<file path="config.mk">
export PLATFORM = sky130hd
export DESIGN_NAME = api_packet_inserter
export DESIGN_NICKNAME = d
export VERILOG_FILES = /design/src/core/api_pkg.sv /design/src/core/api_packet_inserter.sv
export VERILOG_INCLUDE_DIRS = /design/src /design/src/core
export SDC_FILE = /design/constraint.sdc
export NUM_CORES = 2
export LEC_CHECK = 0
export BUFFER_PORTS_ARGS = -buffer_cell sky130_fd_sc_hd__buf_2
export CORE_MARGIN = 10
export CORE_UTILIZATION = 51
export DETAILED_ROUTE_END_ITERATION = 12
export PLACE_DENSITY_LB_ADDON = 0.05
export REMOVE_ABC_BUFFERS = 1
export SKIP_LAST_GASP = 1
export SYNTH_ARGS = -nofsm -noshare
export SYNTH_HDL_FRONTEND = slang
export SYNTH_SLANG_ARGS = --single-unit
</file>
<file path="constraint.sdc">
create_clock -name aclk -period 36.7 [get_ports aclk]
set_input_delay 5.505 -clock aclk [delete_from_list [all_inputs] [get_ports aclk]]
set_output_delay 5.505 -clock aclk [all_outputs]
set_load 0.02 [all_outputs]
</file>
<file path="src/core/api_params.svh">
`ifndef API_PARAMS_SVH
`define API_PARAMS_SVH
// Ancillary data flag and timing reference words.
`define API_ADF0 10'h000
`define API_ADF1 10'h3FF
// Identifier of an end-marker packet, low eight bits.
`define API_END_DID 8'h88
// Word positions inside a packet, counted from the first flag word.
`define API_POS_DID 9'h003
`define API_POS_DBN 9'h004
`define API_POS_DC 9'h005
`define API_POS_UDW 9'h006
// Flag, header and checksum words that come on top of the user words.
`define API_PKT_OVH 12'h007
// Bits of the XYZ word.
`define API_XYZ_V 7
`define API_XYZ_H 6
// Default sizes of the horizontal and vertical ancillary spaces in words.
`define API_HANC_LEN 12'h10C
`define API_VANC_LEN 12'h5A0
// Register byte offsets.
`define API_OFF_CTRL 4'h0
`define API_OFF_STAT 4'h4
`define API_OFF_CNT 4'h8
// Reset value of the insertion enable.
`define API_CTRL_RST 1'b1
// Bus responses.
`define API_RESP_OK 2'h0
`define API_RESP_ERR 2'h2
`endif

</file>
<file path="src/core/api_pkg.sv">
`default_nettype none
package api_pkg;
   typedef enum logic [2:0] {
      ST_WAIT = 3'b000,
      ST_POINT = 3'b001,
      ST_SEND = 3'b010,
      ST_HDR = 3'b011,
      ST_BODY = 3'b100
   } api_state_t;
   typedef struct packed {
      api_state_t st;
      logic [8:0] idx;
      logic [8:0] skip;
      logic [11:0] pos;
      logic [9:0] h1;
      logic [9:0] h2;
      logic [9:0] h3;
      logic sp_h;
      logic sp_v;
      logic adf_ok;
      logic [8:0] cs;
      logic pending;
      logic [7:0] did;
      logic [7:0] dbn;
      logic [7:0] dc;
      logic sel_h;
      logic sel_v;
      logic enable;
      logic [15:0] ins_cnt;
      logic [15:0] abt_cnt;
      logic aw_full;
      logic [3:0] aw_addr;
      logic w_full;
      logic w_bit0;
      logic w_strb0;
      logic bvalid;
      logic [1:0] bresp;
      logic rvalid;
      logic [31:0] rdata;
      logic [1:0] rresp;
   } api_regs_t;
endpackage
`default_nettype wire

</file>
<file path="src/core/api_packet_inserter.sv">
`timescale 1ns/1ns
`default_nettype none
`include "api_params.svh"
// Notes on behaviour
// - Find EAV/SAV; SAV opens space only in blanking.
// - Insert after symbol only if space free.
// - Ready after free space began: wait.
// - Overwrite an end-marker packet.
// - Skip existing packets using their count word.
// - Insert only when remaining space fits packet.
// - Start sending while insertion may still succeed.
// - Cancel on non-end-marker packet at point.
// - Cancel when switching flag follows send.
// - Cancelled packet is kept and resent.
// - End-marker decided from identifier word.
// - Video path and timing add no latency.
// - One strobe loads block number or secondary id.
// - Header and user writes in any order.
// - Parity option sets bits eight and nine.
// - Both selections: first space with room.
// - Selections registered on ready, used by inserter.
// - User store 256 words of 10 bits.
// - One pending packet, one per space.
// - Downstream stage lands after upstream packet.
module api_packet_inserter #(
   parameter int UDW_DEPTH = 256,
   parameter int UDW_AW = 8,
   parameter logic [11:0] HANC_LEN = `API_HANC_LEN,
   parameter logic [11:0] VANC_LEN = `API_VANC_LEN
) (
   // Clock and reset.
   input wire logic aclk,
   input wire logic aresetn,
   // AXI4-Lite register port.
   input wire logic [3:0] s_axi_awaddr,
   input wire logic s_axi_awvalid,
   output logic s_axi_awready,
   input wire logic [31:0] s_axi_wdata,
   input wire logic [3:0] s_axi_wstrb,
   input wire logic s_axi_wvalid,
   output logic s_axi_wready,
   output logic [1:0] s_axi_bresp,
   output logic s_axi_bvalid,
   input wire logic s_axi_bready,
   input wire logic [3:0] s_axi_araddr,
   input wire logic s_axi_arvalid,
   output logic s_axi_arready,
   output logic [31:0] s_axi_rdata,
   output logic [1:0] s_axi_rresp,
   output logic s_axi_rvalid,
   input wire logic s_axi_rready,
   // Video stream and timing.
   input wire logic [9:0] vid_in,
   input wire logic sw_int,
   input wire logic field_in,
   input wire logic v_blank_in,
   input wire logic h_blank_in,
   output logic [9:0] vid_out,
   output logic field_out,
   output logic v_blank_out,
   output logic h_blank_out,
   // Raw packet loading.
   input wire logic [9:0] data_in,
   input wire logic [UDW_AW-1:0] udw_addr,
   input wire logic load_identifier,
   input wire logic load_block_or_secondary,
   input wire logic load_word_count,
   input wire logic load_user_word,
   input wire logic calc_udw_parity,
   input wire logic pkt_rdy,
   input wire logic hanc_sel,
   input wire logic vanc_sel,
   output logic pkt_in_empty,
   // Generator handshake.
   output logic send_pkt,
   output logic abort_pkt
);
   api_pkg::api_regs_t r;
   api_pkg::api_regs_t n;
   logic [9:0] ram [UDW_DEPTH];
   logic [9:0] gen_word;
   logic [8:0] last_idx;
   logic [11:0] rem;
   logic fits;
   logic trs_xyz;
   logic can_send;
   logic wr_go;

   // Adds even parity in bit 8 and its complement in bit 9.
   function automatic logic [9:0] par10(input logic [7:0] v);
      return {~(^v), ^v, v};
   endfunction

   // Timing signals pass straight through.
   // zero latency path
   assign field_out = field_in;
   assign v_blank_out = v_blank_in;
   assign h_blank_out = h_blank_in;

   // Bus handshakes and register outputs.
   assign s_axi_awready = ~r.aw_full;
   assign s_axi_wready = ~r.w_full;
   assign s_axi_bvalid = r.bvalid;
   assign s_axi_bresp = r.bresp;
   assign s_axi_arready = ~r.rvalid;
   assign s_axi_rvalid = r.rvalid;
   assign s_axi_rdata = r.rdata;
   assign s_axi_rresp = r.rresp;
   assign wr_go = r.aw_full & r.w_full & ~r.bvalid;
   assign pkt_in_empty = ~r.pending;

   // Packet word at the current send index, checksum last.
   // shared block or secondary word
   always_comb begin
      last_idx = {1'b0, r.dc} + `API_POS_UDW;
      if (r.idx == 9'h000) begin
         gen_word = `API_ADF0;
      end else if (r.idx < `API_POS_DID) begin
         gen_word = `API_ADF1;
      end else if (r.idx == `API_POS_DID) begin
         gen_word = par10(r.did);
      end else if (r.idx == `API_POS_DBN) begin
         gen_word = par10(r.dbn);
      end else if (r.idx == `API_POS_DC) begin
         gen_word = par10(r.dc);
      end else if (r.idx < last_idx) begin
         gen_word = ram[UDW_AW'(r.idx - `API_POS_UDW)];
      end else begin
         gen_word = {~r.cs[8], r.cs};
      end
   end

   // Space bookkeeping: TRS detection and room left in the space.
   // timing symbol scan
   assign trs_xyz = (r.h3 == `API_ADF1) && (r.h2 == `API_ADF0) && (r.h1 == `API_ADF0);
   assign rem = (r.sp_h ? HANC_LEN : VANC_LEN) - r.pos;
   assign fits = ({4'h0, r.dc} + `API_PKT_OVH) <= rem;
   assign can_send = r.pending & r.enable & ((r.sp_h & r.sel_h) | (r.sp_v & r.sel_v)) & fits;

   // User word store, written only while the store is empty.
   // single user word writes
   always_ff @(posedge aclk) begin
      if (load_user_word && !r.pending) begin
         ram[udw_addr] <= calc_udw_parity ? par10(data_in[7:0]) : data_in;
      end
   end

   // Next-state logic for the bus, the store and the inserter.
   always_comb begin
      n = r;
      vid_out = vid_in;
      send_pkt = 1'b0;
      abort_pkt = 1'b0;
      n.h1 = vid_in;
      n.h2 = r.h1;
      n.h3 = r.h2;
      if (r.pos != 12'hFFF) begin
         n.pos = r.pos + 12'h001;
      end
      // Write channel: address and data latched in either order.
      if (r.bvalid && s_axi_bready) begin
         n.bvalid = 1'b0;
      end
      if (s_axi_awvalid && !r.aw_full) begin
         n.aw_full = 1'b1;
         n.aw_addr = s_axi_awaddr;
      end
      if (s_axi_wvalid && !r.w_full) begin
         n.w_full = 1'b1;
         n.w_bit0 = s_axi_wdata[0];
         n.w_strb0 = s_axi_wstrb[0];
      end
      if (wr_go) begin
         n.aw_full = 1'b0;
         n.w_full = 1'b0;
         n.bvalid = 1'b1;
         n.bresp = `API_RESP_OK;
         if (r.aw_addr == `API_OFF_CTRL) begin
            if (r.w_strb0) begin
               n.enable = r.w_bit0;
            end
         end else if (r.aw_addr == `API_OFF_CNT) begin
            n.ins_cnt = 16'h0000;
            n.abt_cnt = 16'h0000;
         end else if (r.aw_addr != `API_OFF_STAT) begin
            n.bresp = `API_RESP_ERR;
         end
      end
      // Read channel.
      if (r.rvalid && s_axi_rready) begin
         n.rvalid = 1'b0;
      end
      if (s_axi_arvalid && !r.rvalid) begin
         n.rvalid = 1'b1;
         n.rresp = `API_RESP_OK;
         if (s_axi_araddr == `API_OFF_CTRL) begin
            n.rdata = {31'h00000000, r.enable};
         end else if (s_axi_araddr == `API_OFF_STAT) begin
            n.rdata = {29'h00000000, r.st == api_pkg::ST_SEND, r.pending, ~r.pending};
         end else if (s_axi_araddr == `API_OFF_CNT) begin
            n.rdata = {r.abt_cnt, r.ins_cnt};
         end else begin
            n.rdata = 32'h00000000;
            n.rresp = `API_RESP_ERR;
         end
      end
      // Loading is open only while the store is empty.
      // any write order
      if (!r.pending) begin
         if (load_identifier) begin
            n.did = data_in[7:0];
         end
         if (load_block_or_secondary) begin
            n.dbn = data_in[7:0];
         end
         if (load_word_count) begin
            n.dc = data_in[7:0];
         end
         if (pkt_rdy) begin
            n.pending = 1'b1;
            n.sel_h = hanc_sel;
            n.sel_v = vanc_sel;
         end
      end
      // Inserter state machine.
      case (r.st)
         api_pkg::ST_POINT: begin
            n.idx = 9'h001;
            if (can_send) begin
               send_pkt = 1'b1;
               vid_out = gen_word;
               n.st = api_pkg::ST_SEND;
               n.adf_ok = (vid_in == `API_ADF0);
               n.cs = 9'h000;
            end else if (vid_in == `API_ADF0) begin
               n.st = api_pkg::ST_HDR;
            end else begin
               n.st = api_pkg::ST_WAIT;
            end
         end
         api_pkg::ST_SEND: begin
            vid_out = gen_word;
            n.idx = r.idx + 9'h001;
            if (r.idx >= `API_POS_DID) begin
               n.cs = r.cs + gen_word[8:0];
            end
            if (r.idx < `API_POS_DID) begin
               n.adf_ok = r.adf_ok & (vid_in == `API_ADF1);
            end
            if (r.idx == 9'h001 && sw_int) begin
               abort_pkt = 1'b1;
               vid_out = vid_in;
               n.st = api_pkg::ST_WAIT;
               n.abt_cnt = r.abt_cnt + 16'h0001;
            end else if (r.idx == `API_POS_DID && r.adf_ok && vid_in[7:0] != `API_END_DID) begin
               abort_pkt = 1'b1;
               vid_out = vid_in;
               n.st = api_pkg::ST_HDR;
               n.abt_cnt = r.abt_cnt + 16'h0001;
            end else if (r.idx == last_idx) begin
               n.pending = 1'b0;
               n.st = api_pkg::ST_WAIT;
               n.ins_cnt = r.ins_cnt + 16'h0001;
            end
         end
         api_pkg::ST_HDR: begin
            n.idx = r.idx + 9'h001;
            if (r.idx < `API_POS_DID && vid_in != `API_ADF1) begin
               n.st = api_pkg::ST_WAIT;
            end else if (r.idx == `API_POS_DC) begin
               n.skip = {1'b0, vid_in[7:0]};
               n.st = api_pkg::ST_BODY;
            end
         end
         api_pkg::ST_BODY: begin
            n.skip = r.skip - 9'h001;
            if (r.skip == 9'h000) begin
               n.st = api_pkg::ST_POINT;
               n.idx = 9'h000;
            end
         end
         default: begin
            n.st = api_pkg::ST_WAIT;
         end
      endcase
      // A timing symbol outside a send opens a new space on the next word; SAV in active video opens none.
      // space type from XYZ
      if (trs_xyz && r.st != api_pkg::ST_SEND) begin
         n.pos = 12'h000;
         n.idx = 9'h000;
         n.sp_h = vid_in[`API_XYZ_H];
         n.sp_v = ~vid_in[`API_XYZ_H] & vid_in[`API_XYZ_V];
         n.st = (vid_in[`API_XYZ_H] | vid_in[`API_XYZ_V]) ? api_pkg::ST_POINT : api_pkg::ST_WAIT;
      end
   end

   // State register.
   always_ff @(posedge aclk) begin
      if (!aresetn) begin
         r <= '0;
         r.enable <= `API_CTRL_RST;
      end else begin
         r <= n;
      end
   end
endmodule
`default_nettype wire

</file>
======== Yosys cells after proc, flatten, opt, wreduce, memory -nomap -nowiden ========
Memory sizes are Yosys's and may differ from the RTL's.
Cells that the tools add are included.
Widths: inputs -> output; s select.
cells by class
  eq/ne operators ......................... 28
  bitwise logic cells ..................... 23
  order comparisons ....................... 4
  $add $sub $neg .......................... 10
  multiplexer cells ....................... 71
  reduce and logical (&&, ||, !) cells .... 46
operator list
  cell                   number
  $mux 32                6
  $mux 10                11
  $mux 16                5
  $pmux 10 s2            2
  $mux 35                1
  $mux 33                1
  $add 16x1->16 const B  2
  $reduce_xor 8->1       4
  $logic_not 10->1       3
  $mux 27                1
  $mux 9                 3
  $pmux 9 s3             1
  $mux 12                2
  $mux 8                 3
  $mux 3                 7
  $eq 10x10->1 const B   2
  $add 8x3->9 const B    2
  $eq 9x3->1 const B     2
  $logic_not 9->1        2
  $pmux 9 s2             1
  $mux 1                 16
  $mux 2                 8
  $reduce_and 3->1       5
  $logic_and 1x1->1      13
  other kinds (40)       79
word-level totals
  output and inout bits ................... 57
  memories ................................ 1
  input port bits ......................... 91
  bits in registers ....................... 181
  logic and storage cells ................. 213
  RAM bits ................................ 2,560
memories
  name  words  width  read ports  clocked after memory_dff  wr ports  line                       RTL
  ram   256    10     1           0                         1         api_packet_inserter.sv:80  logic [9:0] ram [UDW_DEPTH];

======== Logic depth before layout (Yosys ltp) ========
  depth after elaboration ................. 11
  depth in mapped cells ................... 30
  depth with buffers taken out ............ 25

======== Worst setup path before layout ========
Ideal clock, no wire load.
  path kind ............................... in2reg
  start ................................... in data_in[9]
  end ..................................... mem ram[0][9] (data pin)
  library setup time ...................... 2,187 ps
  path slack .............................. 19,079 ps
  required time ........................... 34,513 ps
  arrival time ............................ 15,433 ps
  path buffers ............................ 0
  stages .................................. 2
  path through ............................ inv_1 > o21ai_0
between the ends
  cells in the longest elaborated chain, start to end .. 1
ends and longest elaborated chain
  item             line                        RTL
  start, declared  api_packet_inserter.sv:63   input wire logic [9:0] data_in,
  $mux 10          api_packet_inserter.sv:144  ram[udw_addr] <= calc_udw_parity ? par10(data_in[7:0]) : data_in;
  end, declared    api_packet_inserter.sv:80
No other way between the ends.

======== Worst setup path after layout ========
  start ................................... reg r[171] in the netlist's numbering
  end ..................................... out vid_out[1]
between the ends
  cells in the longest elaborated chain, start to end .. 11
  elaborated cells on any way between the ends .. 22
  classes of those cells .................. 1 x add/sub; 2 x order compare; 4 x eq/ne; 10 x mux; 4 x reduce/logical; 1 x memory
ends and longest elaborated chain
  item                          line                        RTL
  start, declared               api_packet_inserter.sv:78   api_pkg::api_regs_t r;
  start signal, assigned        api_packet_inserter.sv:303  r <= n;
  $sub 8x3->8 (no source line)  -
  $mem_v2 256x10                -
  $mux 10                       api_packet_inserter.sv:126  end else if (r.idx < last_idx) begin
  $mux 10                       api_packet_inserter.sv:124  end else if (r.idx == `API_POS_DC) begin
  $mux 10                       api_packet_inserter.sv:122  end else if (r.idx == `API_POS_DBN) begin
  $mux 10                       api_packet_inserter.sv:120  end else if (r.idx == `API_POS_DID) begin
  $mux 10                       api_packet_inserter.sv:118  end else if (r.idx < `API_POS_DID) begin
  $mux 10                       api_packet_inserter.sv:116  if (r.idx == 9'h000) begin
  $mux 10                       api_packet_inserter.sv:255  end else if (r.idx == `API_POS_DID && r.adf_ok && vid_in[7:0] != `API_END_DID) begin
  $mux 10                       api_packet_inserter.sv:250  if (r.idx == 9'h001 && sw_int) begin
  $pmux 10 s2 *                 api_packet_inserter.sv:226  case (r.st)
  end, declared                 api_packet_inserter.sv:58   output logic [9:0] vid_out,
Mark *: on every way between the ends. The rest lies on a longest branch, timed or not.

==> run summary <==
DRT Pass-1 Iters: 5
Status: completed
CTS buffer count: 301
Final period util: 36.70%
RSZ-0062 raised after global routing: false
Most used DFF post-synth: edfxtp_1
Max Clk Rate: 74.24 MHz
DIE AREA: 231600 µm²
Netlist cell types: 72
Largest net degree at the start of global routing: 177
Share of cells above drive strength 1: 24.71%
CP endpoint kind: output pin
Number of synthesized flops with an enable pin: 2560
MaxCap Viol Count: 0
Max-slew violation count: 0
GRT Total Usage: 22.74%
Non-Filler Instances: 8642
TritonCTS clock tree: done
Number of vias per cell: 6.124
Num ports: 148
Hold buffer count at CTS: 0
Worst slew margin: 13.20%
Sequential share of power: 53.8%
VDD IR max: 56.40 µV
Synthesized area per cell: 20.07 µm²
Top cells by area, synth: edfxtp_1 (71%), mux4_2 (16%), dfxtp_1 (3.3%)
Final Setup Violations: 0
Vias in the first global route: 53760
Synth Instances: 5406
Post-synth ARST share: 0%
Core footprint: 211900 µm²
Crit path kind: flop to output pin
CTS Buffer Depth: 4
Sw Pwr: 1.293 mW
P_int: 5.124 mW
# H-tree levels: 5
Later-pin clock latency in the skew report: 0.93 ns
DRT antenna net count: 0
Synth warnings: 0
Worst EP required: 31.19 ns
Hpwl dp: 159900 µm
Placed cells: 8131
CP max FO: 99
Synthesized cell area: 108500 µm²
Post-synth top area cell: edfxtp_1
DR vias: 52920
Chip Height: 481.3 µm
Clock share of power: 44.1%
Post-layout util: 57.25%
Sink Count: 2739
Final Hold Fails: 0
Routed length per instance: 30.61 µm
Initial Utilization: 51.22%
Die W: 481.3 µm
Post-CTS Resized: 0
Nets: 5753
Initial DRC Count: 5321
First-pass GRT wire length: 384500 µm
Final wirelength: 264500 µm
Sw Share: 20.15%
Post-synth top area share: 70.84%
Row cnt: 169
Synth Register Bits: 2739
Layout Area Growth over Synthesis: 11.79%
Detailed-route DRC error count: 0
Startpoint Class: flop
Hold WC Path Type: flop to flop
Min Clock Period, post-route: 13.47 ns
Worst-Margin Slew: 1.297 ns
Total congestion overflow: 0
Sequential share of the synthesized area: 74.15%
Initial antenna violation count: 13
Routability cong.: 0.8227
Clock transition at the registers of the reported paths: 0.06 ns
Worst clock skew: 0.02841 ns
Comb pwr share: 2.1%
PD cells: 52.90 nW/µm²
Postcts setup bufs: 0
Critical Path AT: 7.96 ns
Port Buffers: 105
Leak: 38.14 nW
Root Driver: clkbuf_16
==> state kept, by name, indices dropped and copies added, names as in the netlist <==
register / flops
ram: 2560
s_axi_rdata: 32
s_axi_rresp: 1
n: 20
s_axi_bvalid: 1
r: 123
s_axi_rvalid: 1
s_axi_bresp: 1
==> metrics by stage <==
stage               setup TNS, ns  setup slack (ns)  power, mW  hold WS [ns]  cell area [µm²]
floorplan                  -57.46            -5.365      3.587        0.4202           106800
global placement                0             23.43      3.650        0.4348           112300
detailed placement              0             23.41      3.656        0.4426           112300
CTS                             0             23.28      6.470        0.4509           121300
global route                    0             22.97      6.608        0.4656           121300
finish                          0             23.23      6.417        0.4471           121300
==> Yosys cell counts, types with 7 or more instances <==
cell,n
edfxtp_1,2560
mux4_2,766
nor2_1,426
nand2_1,233
dfxtp_1,179
clkbuf_1,140
mux2i_1,140
nand3_1,101
buf_2,100
a21oi_1,95
buf_4,66
xnor2_1,55
ha_1,48
o21ai_0,45
inv_1,44
and2_1,42
nand4_1,28
a32oi_1,27
xor2_1,24
a211oi_1,23
nor2b_1,23
nor3_1,23
a31oi_1,20
buf_1,20
and3_1,18
nor4_1,14
nand2b_1,11
a21o_1,9
buf_6,9
mux2_2,9
nand3b_1,8
a222oi_1,7
a22o_1,7
a22oi_1,7
==> cell families (layout without fill, tap and decap cells) <==
kind of cell               count (synthesis)  in the layout  share of synthesized area (%)
DFF                                     2739           2739                          74.15
adders and majority gates                 49             49                         0.5719
AOI/OAI and AO/OA                        289            289                          1.760
buffers and inverters                    380            789                          1.720
muxes                                    915            915                          17.28
other                                      1              7                       0.003456
xor gates and xnor gates                  79             79                         0.6376
and+or+nand+nor                          954            954                          3.879
==> power by group through the flow <==
| stage | registers, mW | logic [mW] | clock network (mW) |
|---|---|---|---|
| CTS | 3.45 | 0.136 | 2.88 |
| global placement | 3.52 | 0.130 | 0 |
| detailed placement | 3.52 | 0.136 | 0 |
| floorplan | 3.54 | 0.0491 | 0 |
| global route | 3.45 | 0.148 | 3.01 |
| finish | 3.45 | 0.135 | 2.83 |
==> critical path, cell delays in order, from the launching register on <==
cell,delay [ns]
dfxtp_1,0.62
inv_1,0.23
ha_4,0.90
buf_12,0.50
buf_4,0.76
mux4_2,0.44
mux4_2,0.45
and2_1,0.17
a211oi_1,0.56
a31oi_1,0.28
a32oi_1,0.81
a21oi_1,0.24
o221ai_1,0.46
mux2i_1,0.13
buf_2,0.20
==> routing by layer <==
layer | wire length [µm] | vias to the layer above | global-route usage, %
met5 | 22 | - | 0
met4 | 8064 | 4 | 6.954
met3 | 17600 | 421 | 4.247
met2 | 123900 | 1774 | 34.87
met1 | 114900 | 28220 | 33.51
li1 | - | 22500 | -
==> cell type report <==
| type | instances | area, µm² |
|---|---|---|
| Sequential cell | 2739 | 80460 |
| Timing Repair Buffer | 238 | 1754 |
| Fill cell | 15880 | 90570 |
| Multi-Input combinational cell | 2288 | 26330 |
| Inverter | 45 | 170.2 |
| Antenna cell | 5 | 12.51 |
| Clock inverter | 129 | 1062 |
| Clock buffer | 377 | 7984 |
| Tap cell | 2821 | 3530 |
==> final timing paths <==
kind | from | endpoint | slack [ns] | cells past startpoint
hold / removal | s_axi_rdata[10]$_SDFFE_PN0P_ | s_axi_rdata[10]$_SDFFE_PN0P_ | 0.45 | 2
setup reg to reg | r[171]$_SDFFE_PP0P_ | r[114]$_SDFFE_PN0P_ | 28.10 | 25
hold reg to reg | s_axi_rdata[10]$_SDFFE_PN0P_ | s_axi_rdata[10]$_SDFFE_PN0P_ | 0.45 | 2
setup / recovery | r[171]$_SDFFE_PP0P_ | vid_out[1] | 23.23 | 14
==> cell usage in the layout, fill, tap and decap left out, types with 27 or more instances in the layout <==
| cell type | count |
|---|---|
| inv_1 | 42 |
| o21ai_0 | 44 |
| xnor2_1 | 53 |
| a32oi_1 | 27 |
| nor2_1 | 426 |
| mux4_2 | 766 |
| dfxtp_1 | 177 |
| nand4_1 | 28 |
| clkbuf_16 | 305 |
| buf_4 | 121 |
| a21oi_1 | 95 |
| edfxtp_1 | 2560 |
| nand3_1 | 96 |
| and2_1 | 42 |
| ha_1 | 47 |
| nand2_1 | 233 |
| clkbuf_1 | 63 |
| mux2i_1 | 140 |
| clkinv_1 | 53 |
| clkinv_2 | 48 |
| buf_2 | 97 |
No activity file was read; power rests on OpenSTA's default activity.
